`src/pkg/cdo_pkg.sv`:
```
`default_nettype none
package cdo_pkg;
    // Register offsets
    localparam logic [7:0] ADR_STATUS = 8'h01;
    localparam logic [7:0] ADR_MODE = 8'h02;
    localparam logic [7:0] ADR_LSB = 8'h03;
    localparam logic [7:0] ADR_OUT0 = 8'h04;
    localparam logic [7:0] ADR_CH0CTL = 8'h05;
    localparam logic [7:0] ADR_OUT1 = 8'h06;
    localparam logic [7:0] ADR_CH1CTL = 8'h07;
    // Reset values
    localparam logic [7:0] RST_MODE = 8'h00;
    localparam logic [7:0] RST_LSB = 8'hc0;
    localparam logic [7:0] RST_OUT0 = 8'h90;
    localparam logic [7:0] RST_CH0CTL = 8'h02;
    localparam logic [7:0] RST_OUT1 = 8'h90;
    localparam logic [7:0] RST_CH1CTL = 8'hda;
    // Implemented bits of the partial registers
    localparam logic [7:0] MODE_MASK = 8'he0;
    localparam logic [7:0] LSB_MASK = 8'hc0;
    // Bit positions
    localparam int B_FORCE_ABSENT = 6;
    localparam int B_FORCE_PRESENT = 5;
    localparam int B_GATED_PD = 4;
    localparam int B_MUTE_SEL = 3;
    localparam int B_RATE = 7;
    localparam int B_PD1 = 6;
    localparam int B_PD0 = 5;
    localparam int B_HD_LSB = 7;
    localparam int B_SD_LSB = 6;
    localparam int B_SIGNAL = 0;
    // Field slices
    localparam int THR_HI_LSB = 5;
    localparam int THR_LO_LSB = 0;
    localparam int THR_W = 3;
    localparam int SWING_LSB = 0;
    localparam int SWING_W = 5;
    // Combined defaults
    localparam logic [3:0] DEF_SD_THR = 4'h5;
    localparam logic [3:0] DEF_HD_THR = 4'h9;
    localparam logic [4:0] DEF_SWING = 5'h10;
    // Serial bus framing
    localparam logic [3:0] BYTE_BITS = 4'h8;

    // Per-output configuration
    typedef struct packed {
        logic force_signal_absent;
        logic force_signal_present;
        logic signal_gated_power_down;
        logic mute_sel;
        logic power_down;
        logic rate_select_bit;
        logic [3:0] hd_thresh;
        logic [3:0] sd_thresh;
        logic [4:0] swing;
    } cdo_chan_cfg_t;

    // Per-output controls to the analog stage
    typedef struct packed {
        logic mute;
        logic offset;
        logic power_down;
        logic [3:0] fault_threshold;
        logic [4:0] swing;
    } cdo_chan_out_t;

    typedef enum logic [3:0] {
        SM_IDLE, SM_ADDR, SM_ADDR_ACK, SM_PTR, SM_PTR_ACK,
        SM_WDATA, SM_WDATA_ACK, SM_RDATA, SM_RACK
    } cdo_smb_state_t;
endpackage
`default_nettype wire

```
`src/hdl/cdo_output_ctrl_regs.sv`:
```
// Notes on behaviour
// - Force-absent keeps mute or offset applied unless force-present is set
// - Force-present never mutes nor adds offset
// - Status bit always shows true input state
// - Gating clear: power-down from bits and enable
// - Gating set, enable low: both outputs down
// - Gating set, enable high: loss powers down
// - Mute-select zero: loss adds small offset
// - Mute-select one: loss mutes the output
// - Signal present: outputs run normally unless forced
// - Channel-0 bits 2:0 hold slow threshold top
// - Output-1 bits 7:5 hold fast threshold top
// - Output-1 bits 4:0 set output-1 swing
// - Control-1 bit 7 is fast threshold low bit
// - Control-1 bit 6 is slow threshold low bit
// - Control-1 bits 2:0 hold slow threshold top
// - Power-down bit downs its output, enable low overrides
// - Rate bit picks threshold, pin high forces slow
`timescale 1ns/1ps
`default_nettype none
module cdo_output_ctrl_regs #(
    parameter logic [6:0] SLAVE_ADDR = 7'h5b
) (
    // Clock and reset
    input wire logic clk,
    input wire logic nrst,
    // Serial management bus, open drain data
    input wire logic scl_in,
    input wire logic sda_in,
    output var logic sda_out,
    output var logic sda_oe,
    // Device pins
    input wire logic enable_pin,
    input wire logic rate_pin,
    input wire logic signal_present,
    // Output stage controls
    output var cdo_pkg::cdo_chan_out_t ch0_out,
    output var cdo_pkg::cdo_chan_out_t ch1_out
);
    typedef struct packed {
        cdo_pkg::cdo_smb_state_t state;
        logic scl_q;
        logic sda_q;
        logic [7:0] shreg;
        logic [3:0] cnt;
        logic [7:0] ptr;
        logic rw;
        logic oe;
        logic sda_o;
        logic sig;
        logic [7:0] mode;
        logic [7:0] lsb;
        logic [7:0] out0;
        logic [7:0] ch0ctl;
        logic [7:0] out1;
        logic [7:0] ch1ctl;
    } cdo_regs_st_t;

    cdo_regs_st_t st_ff;
    cdo_regs_st_t nxt_st;
    cdo_pkg::cdo_chan_cfg_t ch0_cfg;
    cdo_pkg::cdo_chan_cfg_t ch1_cfg;
    logic scl_rise;
    logic scl_fall;
    logic bus_start;
    logic bus_stop;
    logic [7:0] rd_data;

    ////////////////////////////////////////////////////////////////////////
    // Read decode, unmapped offsets read as zero
    function automatic logic [7:0] rd_reg(input logic [7:0] a, input cdo_regs_st_t s);
        logic [7:0] d;
        d = 8'h00;
        case (a)
            cdo_pkg::ADR_STATUS: d[cdo_pkg::B_SIGNAL] = s.sig;
            cdo_pkg::ADR_MODE: d = s.mode;
            cdo_pkg::ADR_LSB: d = s.lsb;
            cdo_pkg::ADR_OUT0: d = s.out0;
            cdo_pkg::ADR_CH0CTL: d = s.ch0ctl;
            cdo_pkg::ADR_OUT1: d = s.out1;
            cdo_pkg::ADR_CH1CTL: d = s.ch1ctl;
            default: d = 8'h00;
        endcase
        return d;
    endfunction

    // Bus events from sampled lines
    assign scl_rise = scl_in && !st_ff.scl_q;
    assign scl_fall = !scl_in && st_ff.scl_q;
    assign bus_start = scl_in && st_ff.scl_q && st_ff.sda_q && !sda_in;
    assign bus_stop = scl_in && st_ff.scl_q && !st_ff.sda_q && sda_in;
    assign rd_data = rd_reg(st_ff.ptr, st_ff);

    ////////////////////////////////////////////////////////////////////////
    // Bus slave and register writes
    always_comb begin
        nxt_st = st_ff;
        nxt_st.scl_q = scl_in;
        nxt_st.sda_q = sda_in;
        nxt_st.sig = signal_present;
        nxt_st.sda_o = 1'b0;
        if (bus_start) begin
            nxt_st.state = cdo_pkg::SM_ADDR;
            nxt_st.cnt = '0;
            nxt_st.oe = 1'b0;
        end else if (bus_stop) begin
            nxt_st.state = cdo_pkg::SM_IDLE;
            nxt_st.oe = 1'b0;
        end else begin
            case (st_ff.state)
                cdo_pkg::SM_IDLE: begin
                    nxt_st.oe = 1'b0;
                end
                cdo_pkg::SM_ADDR, cdo_pkg::SM_PTR, cdo_pkg::SM_WDATA: begin
                    // Shift in on rising clock, answer after eighth bit
                    if (scl_rise) begin
                        nxt_st.shreg = {st_ff.shreg[6:0], sda_in};
                        nxt_st.cnt = st_ff.cnt + 4'h1;
                    end else if (scl_fall && st_ff.cnt == cdo_pkg::BYTE_BITS) begin
                        nxt_st.cnt = '0;
                        nxt_st.oe = 1'b1;
                        if (st_ff.state == cdo_pkg::SM_ADDR) begin
                            if (st_ff.shreg[7:1] == SLAVE_ADDR) begin
                                nxt_st.rw = st_ff.shreg[0];
                                nxt_st.state = cdo_pkg::SM_ADDR_ACK;
                            end else begin
                                nxt_st.oe = 1'b0;
                                nxt_st.state = cdo_pkg::SM_IDLE;
                            end
                        end else if (st_ff.state == cdo_pkg::SM_PTR) begin
                            nxt_st.ptr = st_ff.shreg;
                            nxt_st.state = cdo_pkg::SM_PTR_ACK;
                        end else begin
                            // Byte complete: store and advance pointer
                            case (st_ff.ptr)
                                cdo_pkg::ADR_MODE:
                                    nxt_st.mode = st_ff.shreg & cdo_pkg::MODE_MASK;
                                cdo_pkg::ADR_LSB:
                                    nxt_st.lsb = st_ff.shreg & cdo_pkg::LSB_MASK;
                                cdo_pkg::ADR_OUT0: nxt_st.out0 = st_ff.shreg;
                                cdo_pkg::ADR_CH0CTL: nxt_st.ch0ctl = st_ff.shreg;
                                cdo_pkg::ADR_OUT1: nxt_st.out1 = st_ff.shreg;
                                cdo_pkg::ADR_CH1CTL: nxt_st.ch1ctl = st_ff.shreg;
                                default: nxt_st.ptr = st_ff.ptr;
                            endcase
                            nxt_st.ptr = st_ff.ptr + 8'h01;
                            nxt_st.state = cdo_pkg::SM_WDATA_ACK;
                        end
                    end
                end
                cdo_pkg::SM_ADDR_ACK: begin
                    if (scl_fall) begin
                        if (st_ff.rw) begin
                            nxt_st.shreg = rd_data;
                            nxt_st.oe = !rd_data[7];
                            nxt_st.ptr = st_ff.ptr + 8'h01;
                            nxt_st.state = cdo_pkg::SM_RDATA;
                        end else begin
                            nxt_st.oe = 1'b0;
                            nxt_st.state = cdo_pkg::SM_PTR;
                        end
                    end
                end
                cdo_pkg::SM_PTR_ACK, cdo_pkg::SM_WDATA_ACK: begin
                    if (scl_fall) begin
                        nxt_st.oe = 1'b0;
                        nxt_st.state = cdo_pkg::SM_WDATA;
                    end
                end
                cdo_pkg::SM_RDATA: begin
                    // Drive each bit while clock is low
                    if (scl_rise) begin
                        nxt_st.cnt = st_ff.cnt + 4'h1;
                    end else if (scl_fall) begin
                        if (st_ff.cnt == cdo_pkg::BYTE_BITS) begin
                            nxt_st.oe = 1'b0;
                            nxt_st.cnt = '0;
                            nxt_st.state = cdo_pkg::SM_RACK;
                        end else begin
                            nxt_st.shreg = {st_ff.shreg[6:0], 1'b0};
                            nxt_st.oe = !st_ff.shreg[6];
                        end
                    end
                end
                cdo_pkg::SM_RACK: begin
                    // Master acknowledge continues, not-acknowledge ends
                    if (scl_rise && sda_in) begin
                        nxt_st.state = cdo_pkg::SM_IDLE;
                    end else if (scl_fall) begin
                        nxt_st.shreg = rd_data;
                        nxt_st.oe = !rd_data[7];
                        nxt_st.ptr = st_ff.ptr + 8'h01;
                        nxt_st.state = cdo_pkg::SM_RDATA;
                    end
                end
                default: begin
                    nxt_st.state = cdo_pkg::SM_IDLE;
                    nxt_st.oe = 1'b0;
                end
            endcase
        end
    end

    // State register
    always_ff @(posedge clk or negedge nrst) begin
        if (!nrst) begin
            st_ff <= '{state: cdo_pkg::SM_IDLE, scl_q: 1'b1, sda_q: 1'b1,
                shreg: 8'h00, cnt: 4'h0, ptr: 8'h00, rw: 1'b0, oe: 1'b0,
                sda_o: 1'b0, sig: 1'b0, mode: cdo_pkg::RST_MODE,
                lsb: cdo_pkg::RST_LSB, out0: cdo_pkg::RST_OUT0,
                ch0ctl: cdo_pkg::RST_CH0CTL, out1: cdo_pkg::RST_OUT1,
                ch1ctl: cdo_pkg::RST_CH1CTL};
        end else begin
            st_ff <= nxt_st;
        end
    end

    assign sda_out = st_ff.sda_o;
    assign sda_oe = st_ff.oe;

    ////////////////////////////////////////////////////////////////////////
    // Field mapping onto both outputs
    always_comb begin
        ch0_cfg.force_signal_absent = st_ff.ch0ctl[cdo_pkg::B_FORCE_ABSENT];
        ch0_cfg.force_signal_present = st_ff.ch0ctl[cdo_pkg::B_FORCE_PRESENT];
        ch0_cfg.signal_gated_power_down = st_ff.ch0ctl[cdo_pkg::B_GATED_PD];
        ch0_cfg.mute_sel = st_ff.ch0ctl[cdo_pkg::B_MUTE_SEL];
        ch0_cfg.rate_select_bit = st_ff.mode[cdo_pkg::B_RATE];
        ch0_cfg.power_down = st_ff.mode[cdo_pkg::B_PD0];
        ch0_cfg.hd_thresh = {st_ff.out0[cdo_pkg::THR_HI_LSB +: cdo_pkg::THR_W],
            st_ff.lsb[cdo_pkg::B_HD_LSB]};
        ch0_cfg.sd_thresh = {st_ff.ch0ctl[cdo_pkg::THR_LO_LSB +: cdo_pkg::THR_W],
            st_ff.lsb[cdo_pkg::B_SD_LSB]};
        ch0_cfg.swing = st_ff.out0[cdo_pkg::SWING_LSB +: cdo_pkg::SWING_W];
        ch1_cfg = ch0_cfg;
        ch1_cfg.power_down = st_ff.mode[cdo_pkg::B_PD1];
        ch1_cfg.hd_thresh = {st_ff.out1[cdo_pkg::THR_HI_LSB +: cdo_pkg::THR_W],
            st_ff.ch1ctl[cdo_pkg::B_HD_LSB]};
        ch1_cfg.sd_thresh = {st_ff.ch1ctl[cdo_pkg::THR_LO_LSB +: cdo_pkg::THR_W],
            st_ff.ch1ctl[cdo_pkg::B_SD_LSB]};
        ch1_cfg.swing = st_ff.out1[cdo_pkg::SWING_LSB +: cdo_pkg::SWING_W];
    end

    // Output stage controls
    cdo_chan_ctrl u_ch0 (
        .clk(clk),
        .nrst(nrst),
        .cfg(ch0_cfg),
        .signal_present(signal_present),
        .enable_pin(enable_pin),
        .rate_pin(rate_pin),
        .out(ch0_out)
    );

    cdo_chan_ctrl u_ch1 (
        .clk(clk),
        .nrst(nrst),
        .cfg(ch1_cfg),
        .signal_present(signal_present),
        .enable_pin(enable_pin),
        .rate_pin(rate_pin),
        .out(ch1_out)
    );

    ////////////////////////////////////////////////////////////////////////
    // Checks
    AST_STATUS_READ: assert property (@(posedge clk) disable iff (!nrst)
        st_ff.state == cdo_pkg::SM_ADDR_ACK && st_ff.rw && scl_fall && !bus_start
        && !bus_stop && st_ff.ptr == cdo_pkg::ADR_STATUS
        |=> st_ff.shreg[cdo_pkg::B_SIGNAL] == $past(signal_present, 2))
        else $error("status read not the true input state");
    AST_CH0_SD_DEFAULT: assert property (@(posedge clk) disable iff (!nrst)
        !$past(nrst) |-> ch0_cfg.sd_thresh == cdo_pkg::DEF_SD_THR)
        else $error("channel 0 slow threshold default wrong");
    AST_CH1_HD_DEFAULT: assert property (@(posedge clk) disable iff (!nrst)
        !$past(nrst) |-> ch1_cfg.hd_thresh == cdo_pkg::DEF_HD_THR)
        else $error("channel 1 fast threshold default wrong");
    AST_CH1_SWING_DEFAULT: assert property (@(posedge clk) disable iff (!nrst)
        !$past(nrst) ##1 1'b1 |-> ch1_out.swing == cdo_pkg::DEF_SWING)
        else $error("channel 1 swing default wrong");
    AST_CH1_HD_LSB: assert property (@(posedge clk) disable iff (!nrst)
        $past(nrst) && ch1_out.fault_threshold[0] != $past(st_ff.ch1ctl[cdo_pkg::B_HD_LSB])
        |-> $past(rate_pin || st_ff.mode[cdo_pkg::B_RATE]))
        else $error("channel 1 fast threshold low bit wrong");
    AST_CH1_SD_LSB: assert property (@(posedge clk) disable iff (!nrst)
        $past(rate_pin) |-> ch1_out.fault_threshold[0]
        == $past(st_ff.ch1ctl[cdo_pkg::B_SD_LSB]))
        else $error("channel 1 slow threshold low bit wrong");
    AST_CH1_SD_DEFAULT: assert property (@(posedge clk) disable iff (!nrst)
        !$past(nrst) |-> ch1_cfg.sd_thresh == cdo_pkg::DEF_SD_THR)
        else $error("channel 1 slow threshold default wrong");
    AST_WRITE_LANDS: assert property (@(posedge clk) disable iff (!nrst)
        st_ff.state == cdo_pkg::SM_WDATA && scl_fall && !bus_start && !bus_stop
        && st_ff.cnt == cdo_pkg::BYTE_BITS && st_ff.ptr == cdo_pkg::ADR_CH0CTL
        |=> st_ff.ch0ctl == $past(st_ff.shreg) ##2 ch0_out.mute == (
        $past(st_ff.ch0ctl[cdo_pkg::B_MUTE_SEL], 2) && $past(ch0_cfg.force_signal_absent, 2)
        && !$past(ch0_cfg.force_signal_present, 2)) || !$past(st_ff.ch0ctl[cdo_pkg::B_FORCE_ABSENT], 2))
        else $error("written control did not take effect");
    COV_WRITE: cover property (@(posedge clk) disable iff (!nrst)
        st_ff.state == cdo_pkg::SM_WDATA_ACK);
    COV_READ: cover property (@(posedge clk) disable iff (!nrst)
        st_ff.state == cdo_pkg::SM_RACK ##1 st_ff.state == cdo_pkg::SM_RDATA);
    COV_ADDR_MISS: cover property (@(posedge clk) disable iff (!nrst)
        st_ff.state == cdo_pkg::SM_ADDR ##1 st_ff.state == cdo_pkg::SM_IDLE);
endmodule
`default_nettype wire

```
`src/hdl/cdo_chan_ctrl.sv`:
```
`timescale 1ns/1ps
`default_nettype none
module cdo_chan_ctrl (
    // Clock and reset
    input wire logic clk,
    input wire logic nrst,
    // Configuration and pins
    input wire cdo_pkg::cdo_chan_cfg_t cfg,
    input wire logic signal_present,
    input wire logic enable_pin,
    input wire logic rate_pin,
    // Controls to the output stage
    output var cdo_pkg::cdo_chan_out_t out
);
    typedef struct packed {
        cdo_pkg::cdo_chan_out_t o;
    } cdo_chan_st_t;

    cdo_chan_st_t st_ff;
    cdo_chan_st_t nxt_st;
    logic lost;

    // Output behaviour from forcing, gating and pins
    always_comb begin
        nxt_st = st_ff;
        lost = !cfg.force_signal_present &&
            (cfg.force_signal_absent || !signal_present);
        nxt_st.o.mute = lost && cfg.mute_sel;
        nxt_st.o.offset = lost && !cfg.mute_sel;
        if (!enable_pin) begin
            nxt_st.o.power_down = 1'b1;
        end else if (cfg.signal_gated_power_down && !signal_present) begin
            nxt_st.o.power_down = 1'b1;
        end else begin
            nxt_st.o.power_down = cfg.power_down;
        end
        // Pin high forces the slow threshold
        nxt_st.o.fault_threshold = (rate_pin || cfg.rate_select_bit) ?
            cfg.sd_thresh : cfg.hd_thresh;
        nxt_st.o.swing = cfg.swing;
    end

    // State register
    always_ff @(posedge clk or negedge nrst) begin
        if (!nrst) begin
            st_ff <= '0;
        end else begin
            st_ff <= nxt_st;
        end
    end

    assign out = st_ff.o;

    ////////////////////////////////////////////////////////////////////////
    // Checks
    AST_FORCE_ABSENT: assert property (@(posedge clk) disable iff (!nrst)
        cfg.force_signal_absent && !cfg.force_signal_present
        |=> out.mute == $past(cfg.mute_sel) && out.offset == !$past(cfg.mute_sel))
        else $error("forced absence did not mute or offset");
    AST_FORCE_PRESENT: assert property (@(posedge clk) disable iff (!nrst)
        cfg.force_signal_present |=> !out.mute && !out.offset)
        else $error("forced presence still muted or offset");
    AST_UNGATED_PD: assert property (@(posedge clk) disable iff (!nrst)
        !cfg.signal_gated_power_down && enable_pin
        |=> out.power_down == $past(cfg.power_down))
        else $error("ungated power down not from bit");
    AST_ENABLE_LOW_PD: assert property (@(posedge clk) disable iff (!nrst)
        cfg.signal_gated_power_down && !enable_pin |=> out.power_down)
        else $error("enable low did not power down");
    AST_GATED_LOSS_PD: assert property (@(posedge clk) disable iff (!nrst)
        cfg.signal_gated_power_down && enable_pin
        |=> out.power_down == ($past(!signal_present) || $past(cfg.power_down)))
        else $error("gated power down wrong");
    AST_OFFSET_ON_LOSS: assert property (@(posedge clk) disable iff (!nrst)
        !signal_present && !cfg.force_signal_present && !cfg.mute_sel
        |=> out.offset && !out.mute)
        else $error("loss did not add offset");
    AST_MUTE_ON_LOSS: assert property (@(posedge clk) disable iff (!nrst)
        !signal_present && !cfg.force_signal_present && cfg.mute_sel
        |=> out.mute && !out.offset)
        else $error("loss did not mute");
    AST_NORMAL_RUN: assert property (@(posedge clk) disable iff (!nrst)
        signal_present && !cfg.force_signal_absent |=> !out.mute && !out.offset)
        else $error("signal present but output altered");
    AST_PD_BIT: assert property (@(posedge clk) disable iff (!nrst)
        cfg.power_down |=> out.power_down)
        else $error("power down bit ignored");
    AST_RATE_PIN: assert property (@(posedge clk) disable iff (!nrst)
        rate_pin ##1 rate_pin |-> out.fault_threshold == $past(cfg.sd_thresh))
        else $error("rate pin did not select slow threshold");
    COV_MUTE: cover property (@(posedge clk) disable iff (!nrst) !out.mute ##1 out.mute);
    COV_GATED: cover property (@(posedge clk) disable iff (!nrst)
        cfg.signal_gated_power_down && enable_pin && !signal_present ##1 out.power_down);
endmodule
`default_nettype wire

```
`config.mk`:
```
export PLATFORM = sky130hd
export DESIGN_NAME = cdo_output_ctrl_regs
export DESIGN_NICKNAME = d
export VERILOG_FILES = /design/src/pkg/cdo_pkg.sv /design/src/hdl/cdo_output_ctrl_regs.sv /design/src/hdl/cdo_chan_ctrl.sv
export SDC_FILE = /design/constraint.sdc
export NUM_CORES = 1
export LEC_CHECK = 0
export ABC_CLOCK_PERIOD_IN_PS = 7450
export CAP_MARGIN = 10
export CORE_UTILIZATION = 50
export DETAILED_ROUTE_END_ITERATION = 12
export DONT_BUFFER_PORTS = 1
export GPL_ROUTABILITY_DRIVEN = 0
export PLACE_DENSITY_LB_ADDON = 0.3
export SKIP_LAST_GASP = 1
export SYNTH_ARGS = -nofsm -noshare
export SYNTH_HDL_FRONTEND = slang
export SYNTH_SLANG_ARGS = --single-unit
```
`constraint.sdc`:
```
create_clock -name clk -period 7.45 [get_ports clk]
set_clock_uncertainty 0.2 [all_clocks]
set_input_delay 2.235 -clock clk [delete_from_list [all_inputs] [get_ports clk]]
set_output_delay 2.235 -clock clk [all_outputs]
set_load 0.01 [all_outputs]
```
* After elaboration in Yosys (flattened, before gate mapping)
Index checks and enable logic that the tools add are counted.
** Storage, ports and cells
- Bits in latches :: 0
- Register bits :: 88
- Memories kept :: 0
- Output and inout port bits :: 26
- Bits in read-only memories :: 0
- RAM bits :: 0
** Cells by class
- Shift-type cells :: 0
- Reduce and logical (&&, ||, !) cells :: 42
- Magnitude comparators :: 0
- Bitwise logic cells :: 5
- Eq/ne operators :: 43
- Muxes and demuxes :: 63
- Multiply operators :: 0
- Add/sub/neg operators :: 2
- Divide/modulo/power cells :: 0
** Operator list (count)
- 2-to-1 mux 8 bit :: 13
- 2-to-1 mux 4 bit :: 18
- AND reduction 8 bit :: 7
- != test 4 bit (second input constant) :: 12
- case mux 7 bit (6 select lines) :: 1
- == test 8 x 3 -> 1 bit (second input constant) :: 4
- case mux 8 bit (4 select lines) :: 1
- != test 2 bit (second input constant) :: 12
- case mux 4 bit (6 select lines) :: 1
- case mux 8 bit (3 select lines) :: 1
- 2-to-1 mux 1 bit :: 17
- == test 4 x 3 -> 1 bit (second input constant) :: 4
- == test 8 x 2 -> 1 bit (second input constant) :: 2
- 2-to-1 mux 14 bit :: 1
- logical AND 1 bit :: 13
- 2-to-1 mux 13 bit :: 1
- 2-to-1 mux 12 bit :: 1
- AND reduction 11 bit :: 1
- 2-to-1 mux 10 bit :: 1
- case mux 1 bit (5 select lines) :: 2
- AND reduction 10 bit :: 1
- logical NOT 1 bit :: 9
- AND reduction 9 bit :: 1
- adder 8 x 1 -> 8 bit (second input constant) :: 1
- other kinds (20) :: 30

* Logic depth before layout (Yosys ltp)
- Depth in word-level cells :: 8
- Depth in mapped cells :: 9
- Mapped depth without buffers :: 7

* Hierarchy
From an unflattened synthesis, not the netlist that was laid out.
** Unflattened totals
- Cells, all modules :: 409
- Area total of the unflattened synthesis :: 4590.7 um^2
** By module, submodules not included
- cdo_output_ctrl_regs :: cells each 365, area each 3782.4 um^2, instances 1, seq. area each 1669.1 um^2
- cdo_chan_ctrl :: cells each 22, area each 404.1 um^2, instances 2, seq. area each 300.3 um^2

* Worst setup path after synthesis
No wires, ideal clock.
- Path kind :: input to register
- From :: input port scl_in
- To :: register st_ff (netlist bit ch0_cfg[18])
- Arrival :: 3862 ps
- Slack :: 3262 ps
- Cell stages on the path :: 9
- Path buffers :: 2
- Cell sequence :: inv_1 -> ha_1 -> buf_2 -> inv_1 -> nor3_2 -> and4_1 -> buf_6 -> nand3_4 -> mux2_4
** On the way
- Longest elaborated chain between the ends :: 5
- Elaborated cells between the ends (all ways) :: 13
- Those cells by class :: bitwise: 3; reduce/logical: 10
** Ends and longest elaborated chain
- from (decl) :: RTL line cdo_output_ctrl_regs.sv:28 : input wire logic scl_in,
- logical AND 1 bit :: RTL line cdo_output_ctrl_regs.sv:90, cdo_output_ctrl_regs.sv:91
- logical AND 1 bit (on tied branches) (2 in a row) :: RTL line cdo_output_ctrl_regs.sv:91, cdo_output_ctrl_regs.sv:90
- NOT 1 bit (no source line)
- AND reduction 8 bit (no source line) *
- to (signal assigned) :: RTL line cdo_output_ctrl_regs.sv:207 : st_ff <= '{state: cdo_pkg::SM_IDLE, scl_q: 1'b1, sda_q: 1'b1,
- to (signal assigned) :: RTL line cdo_output_ctrl_regs.sv:214 : st_ff <= nxt_st;
- to (decl) :: RTL line cdo_output_ctrl_regs.sv:59 : cdo_regs_st_t st_ff;
Every way passes the cells marked *; elsewhere a longest branch is shown, timed or not.
A chain may end at the register's enable or synchronous reset.

* Final worst setup path
- From :: input port scl_in
- To :: register st_ff (netlist bit ch0_cfg[6])
Same word-level chain as after synthesis.

==> metrics.yaml <==
critical_path:
  cp-end-kind: "flop"
  cp_max_fo: 11
  startpoint_type: "input port"
  path_class: "input port to flop"
  cp_data_required_time_ns: 7.50
  critical_path_arrival_ns: 4.50
power_and_ir_drop:
  irDropWorstVdd_mv: 0.198
  power-per-cell-area_nw_per_um2: 275
  power_leakage_nw: 2.21
cts:
  cts-root-buf: "clkbuf_8"
  htreeDepth: 3
  clk_pin_slew_ns: 0.09
  cts_resized: 0
  cts.sink_count: 88
  cts_buffer_depth: 2
  cts_tree: "done"
  cts_buffers: 9
  cts_hold_buf: 0
  clk_latency_ns: 0.37
  postCtsSetupRepairBufs: 0
synthesis:
  yosysWarnings: 0
  syn_nets: 419
  ys_ff_latch: 88
  async_flop_share_pct: 100
  syn_avg_cell_area_um2: 11.7
  syn_area_um2: 4710
  yosys.cell_types.count: 64
  syn_inst: 403
  ys_seq_area_share_pct: 47.1
  synth_edf_count: 0
  synthFlopType: "dfrtp_1"
timing:
  maxSlewHeadroom_pct: 40.3
  rsz0062_at_grt: "false"
  final-setup-viol-count: 0
  timing.hold.ws_ns: 0.217
  clock.fmax_mhz: 225
  hold_viol_final: 0
  drv_slew: 0
  layout_min_cycle_time_ns: 4.45
  period_share_pct: 59.7
  finalSetupTns_ns: 0
  tightest_slew_ns: 0.888
final_layout:
  nNetsFinal: 406
  synthToLayoutAreaGrowth_pct: 4.17
  diodes: 0
  most-common-layout-cells: "dfrtp_1, mux2_4, mux2_2"
  drive_gt1_share_pct: 26.1
  postLayoutCoreUtil_pct: 53.3
  final_common_cell: "dfrtp_1"
min_path:
  hp-class: "flop to flop"
floorplan:
  core_um2: 9200
  num_io_pins: 33
  fp.dieH_um: 99.1
  die_w_um: 99.1
  start_util_pct: 51.2
  die-area_um2: 9810
  rows: 35
global_routing:
  grt_max_degree: 89
  grt_pass1_vias: 3073
  antenna_found_initial: 0
  grt_pass1_wl_mm: 16.9
  gr-total-overflow: 0
  track_usage_pct: 22.3
detailed_routing:
  drt_pass1_iterations: 5
  drt-total-wl_mm: 10.3
  via_per_inst: 6.27
  final_antenna_net_count: 0
  vias: 3172
  drc: 0
  drtIter0Drc: 215
  wl_per_cell_um: 20.4
placed_design:
  dpl.hpwl_mm: 6.97
  port_buffers: 0
outcome:
  status: "finished, final reports clean"
flow_run:
  cap_violations: 0
## logic make-up (layout without fill, tap and decap cells)
group | after synthesis | in the layout | synth area share [%]
flip-flops | 88 | 88 | 47.1
AND/OR/NAND/NOR | 99 | 99 | 12.6
XOR/XNOR | 3 | 3 | 0.558
adder cells (fa/ha/maj) | 9 | 9 | 2.39
AO/OA/AOI/OAI | 100 | 100 | 15.5
other | 1 | 1 | 0.0796
multiplexers | 62 | 62 | 17.3
buffers and inverters | 41 | 33 | 4.33
## state kept, by name (all words and copies together), names as in the netlist
name / cells
u_ch0.out: 10
ch1_cfg: 14
ch0_cfg: 19
u_ch1.out: 12
st_ff: 32
sda_oe: 1
## synth_stat cells, drive strengths merged (7+ instances only)
cell	number	area (µm²)
o31ai	8	60.1
nor2b	7	43.8
a22oi	7	52.6
o21ai	21	105
ha	9	113
inv	16	60.1
dfrtp	74	1850
nor2	15	63.8
clkbuf	7	26.3
buf	18	118
dfstp	14	368
a221oi	7	61.3
nand3	10	100
a22o	7	61.3
a21oi	11	55.1
nor3	9	50.1
mux2	58	777
nand2	24	90.1
## final cells by class
class,instances,area [µm²]
Timing Repair Buffer,1,7.51
Fill cell,775,4290
Multi-Input combinational cell,274,2290
Clock inverter,6,66.3
Sequential cell,88,2220
Tap cell,111,139
Clock buffer,10,128
Inverter,16,60.1
## critical path, cell delays in order
cell and delay (ns):
inv_1 0.04, ha_1 0.39, inv_1 0.16, nor3_2 0.44
and4_1 0.62, nand3_4 0.24, mux2_4 0.39
## power breakdown
group          switching [mW]  internal, mW
sequential              0.131         0.521
clock                   0.178         0.158
combinational           0.194         0.166
total                   0.503         0.844
## metal layers
| layer | up-vias | share of wire [%] | global-route usage (%) |
|---|---|---|---|
| li1 | 1467 | - | - |
| met4 | 0 | 1.9 | 8.26 |
| met2 | 107 | 47 | 35.0 |
| met5 | - | 0 | 0 |
| met1 | 1583 | 47 | 31.0 |
| met3 | 15 | 4.6 | 4.18 |
## stage by stage
step / area, µm² / total power, mW / std cells / worst slack (ns)
CTS: 4910 / 1.35 / 506 / 3.08
finish: 4910 / 1.35 / 506 / 3.00
global route: 4910 / 1.42 / 506 / 2.89
floorplan: 4710 / 0.922 / 403 / 3.26
global placement: 4710 / 1.01 / 490 / 2.78
detailed placement: 4710 / 1.01 / 490 / 2.68
## worst paths after layout
path                                 to  slack [ns]  startpoint  depth (start not counted)
max                          ch0_cfg[6]        3.00      scl_in                          7
min                        u_ch1.out[4]        0.22  ch1_cfg[4]                          0
max reg2reg                  ch0_cfg[6]        4.35   st_ff[73]                          6
min reg2reg                u_ch1.out[4]        0.22  ch1_cfg[4]                          0
max in group asynchronous    ch0_cfg[5]        5.48        nrst                          0
min in group asynchronous     st_ff[66]        1.35        nrst                          0
No activity file was read; power rests on OpenSTA's default activity.
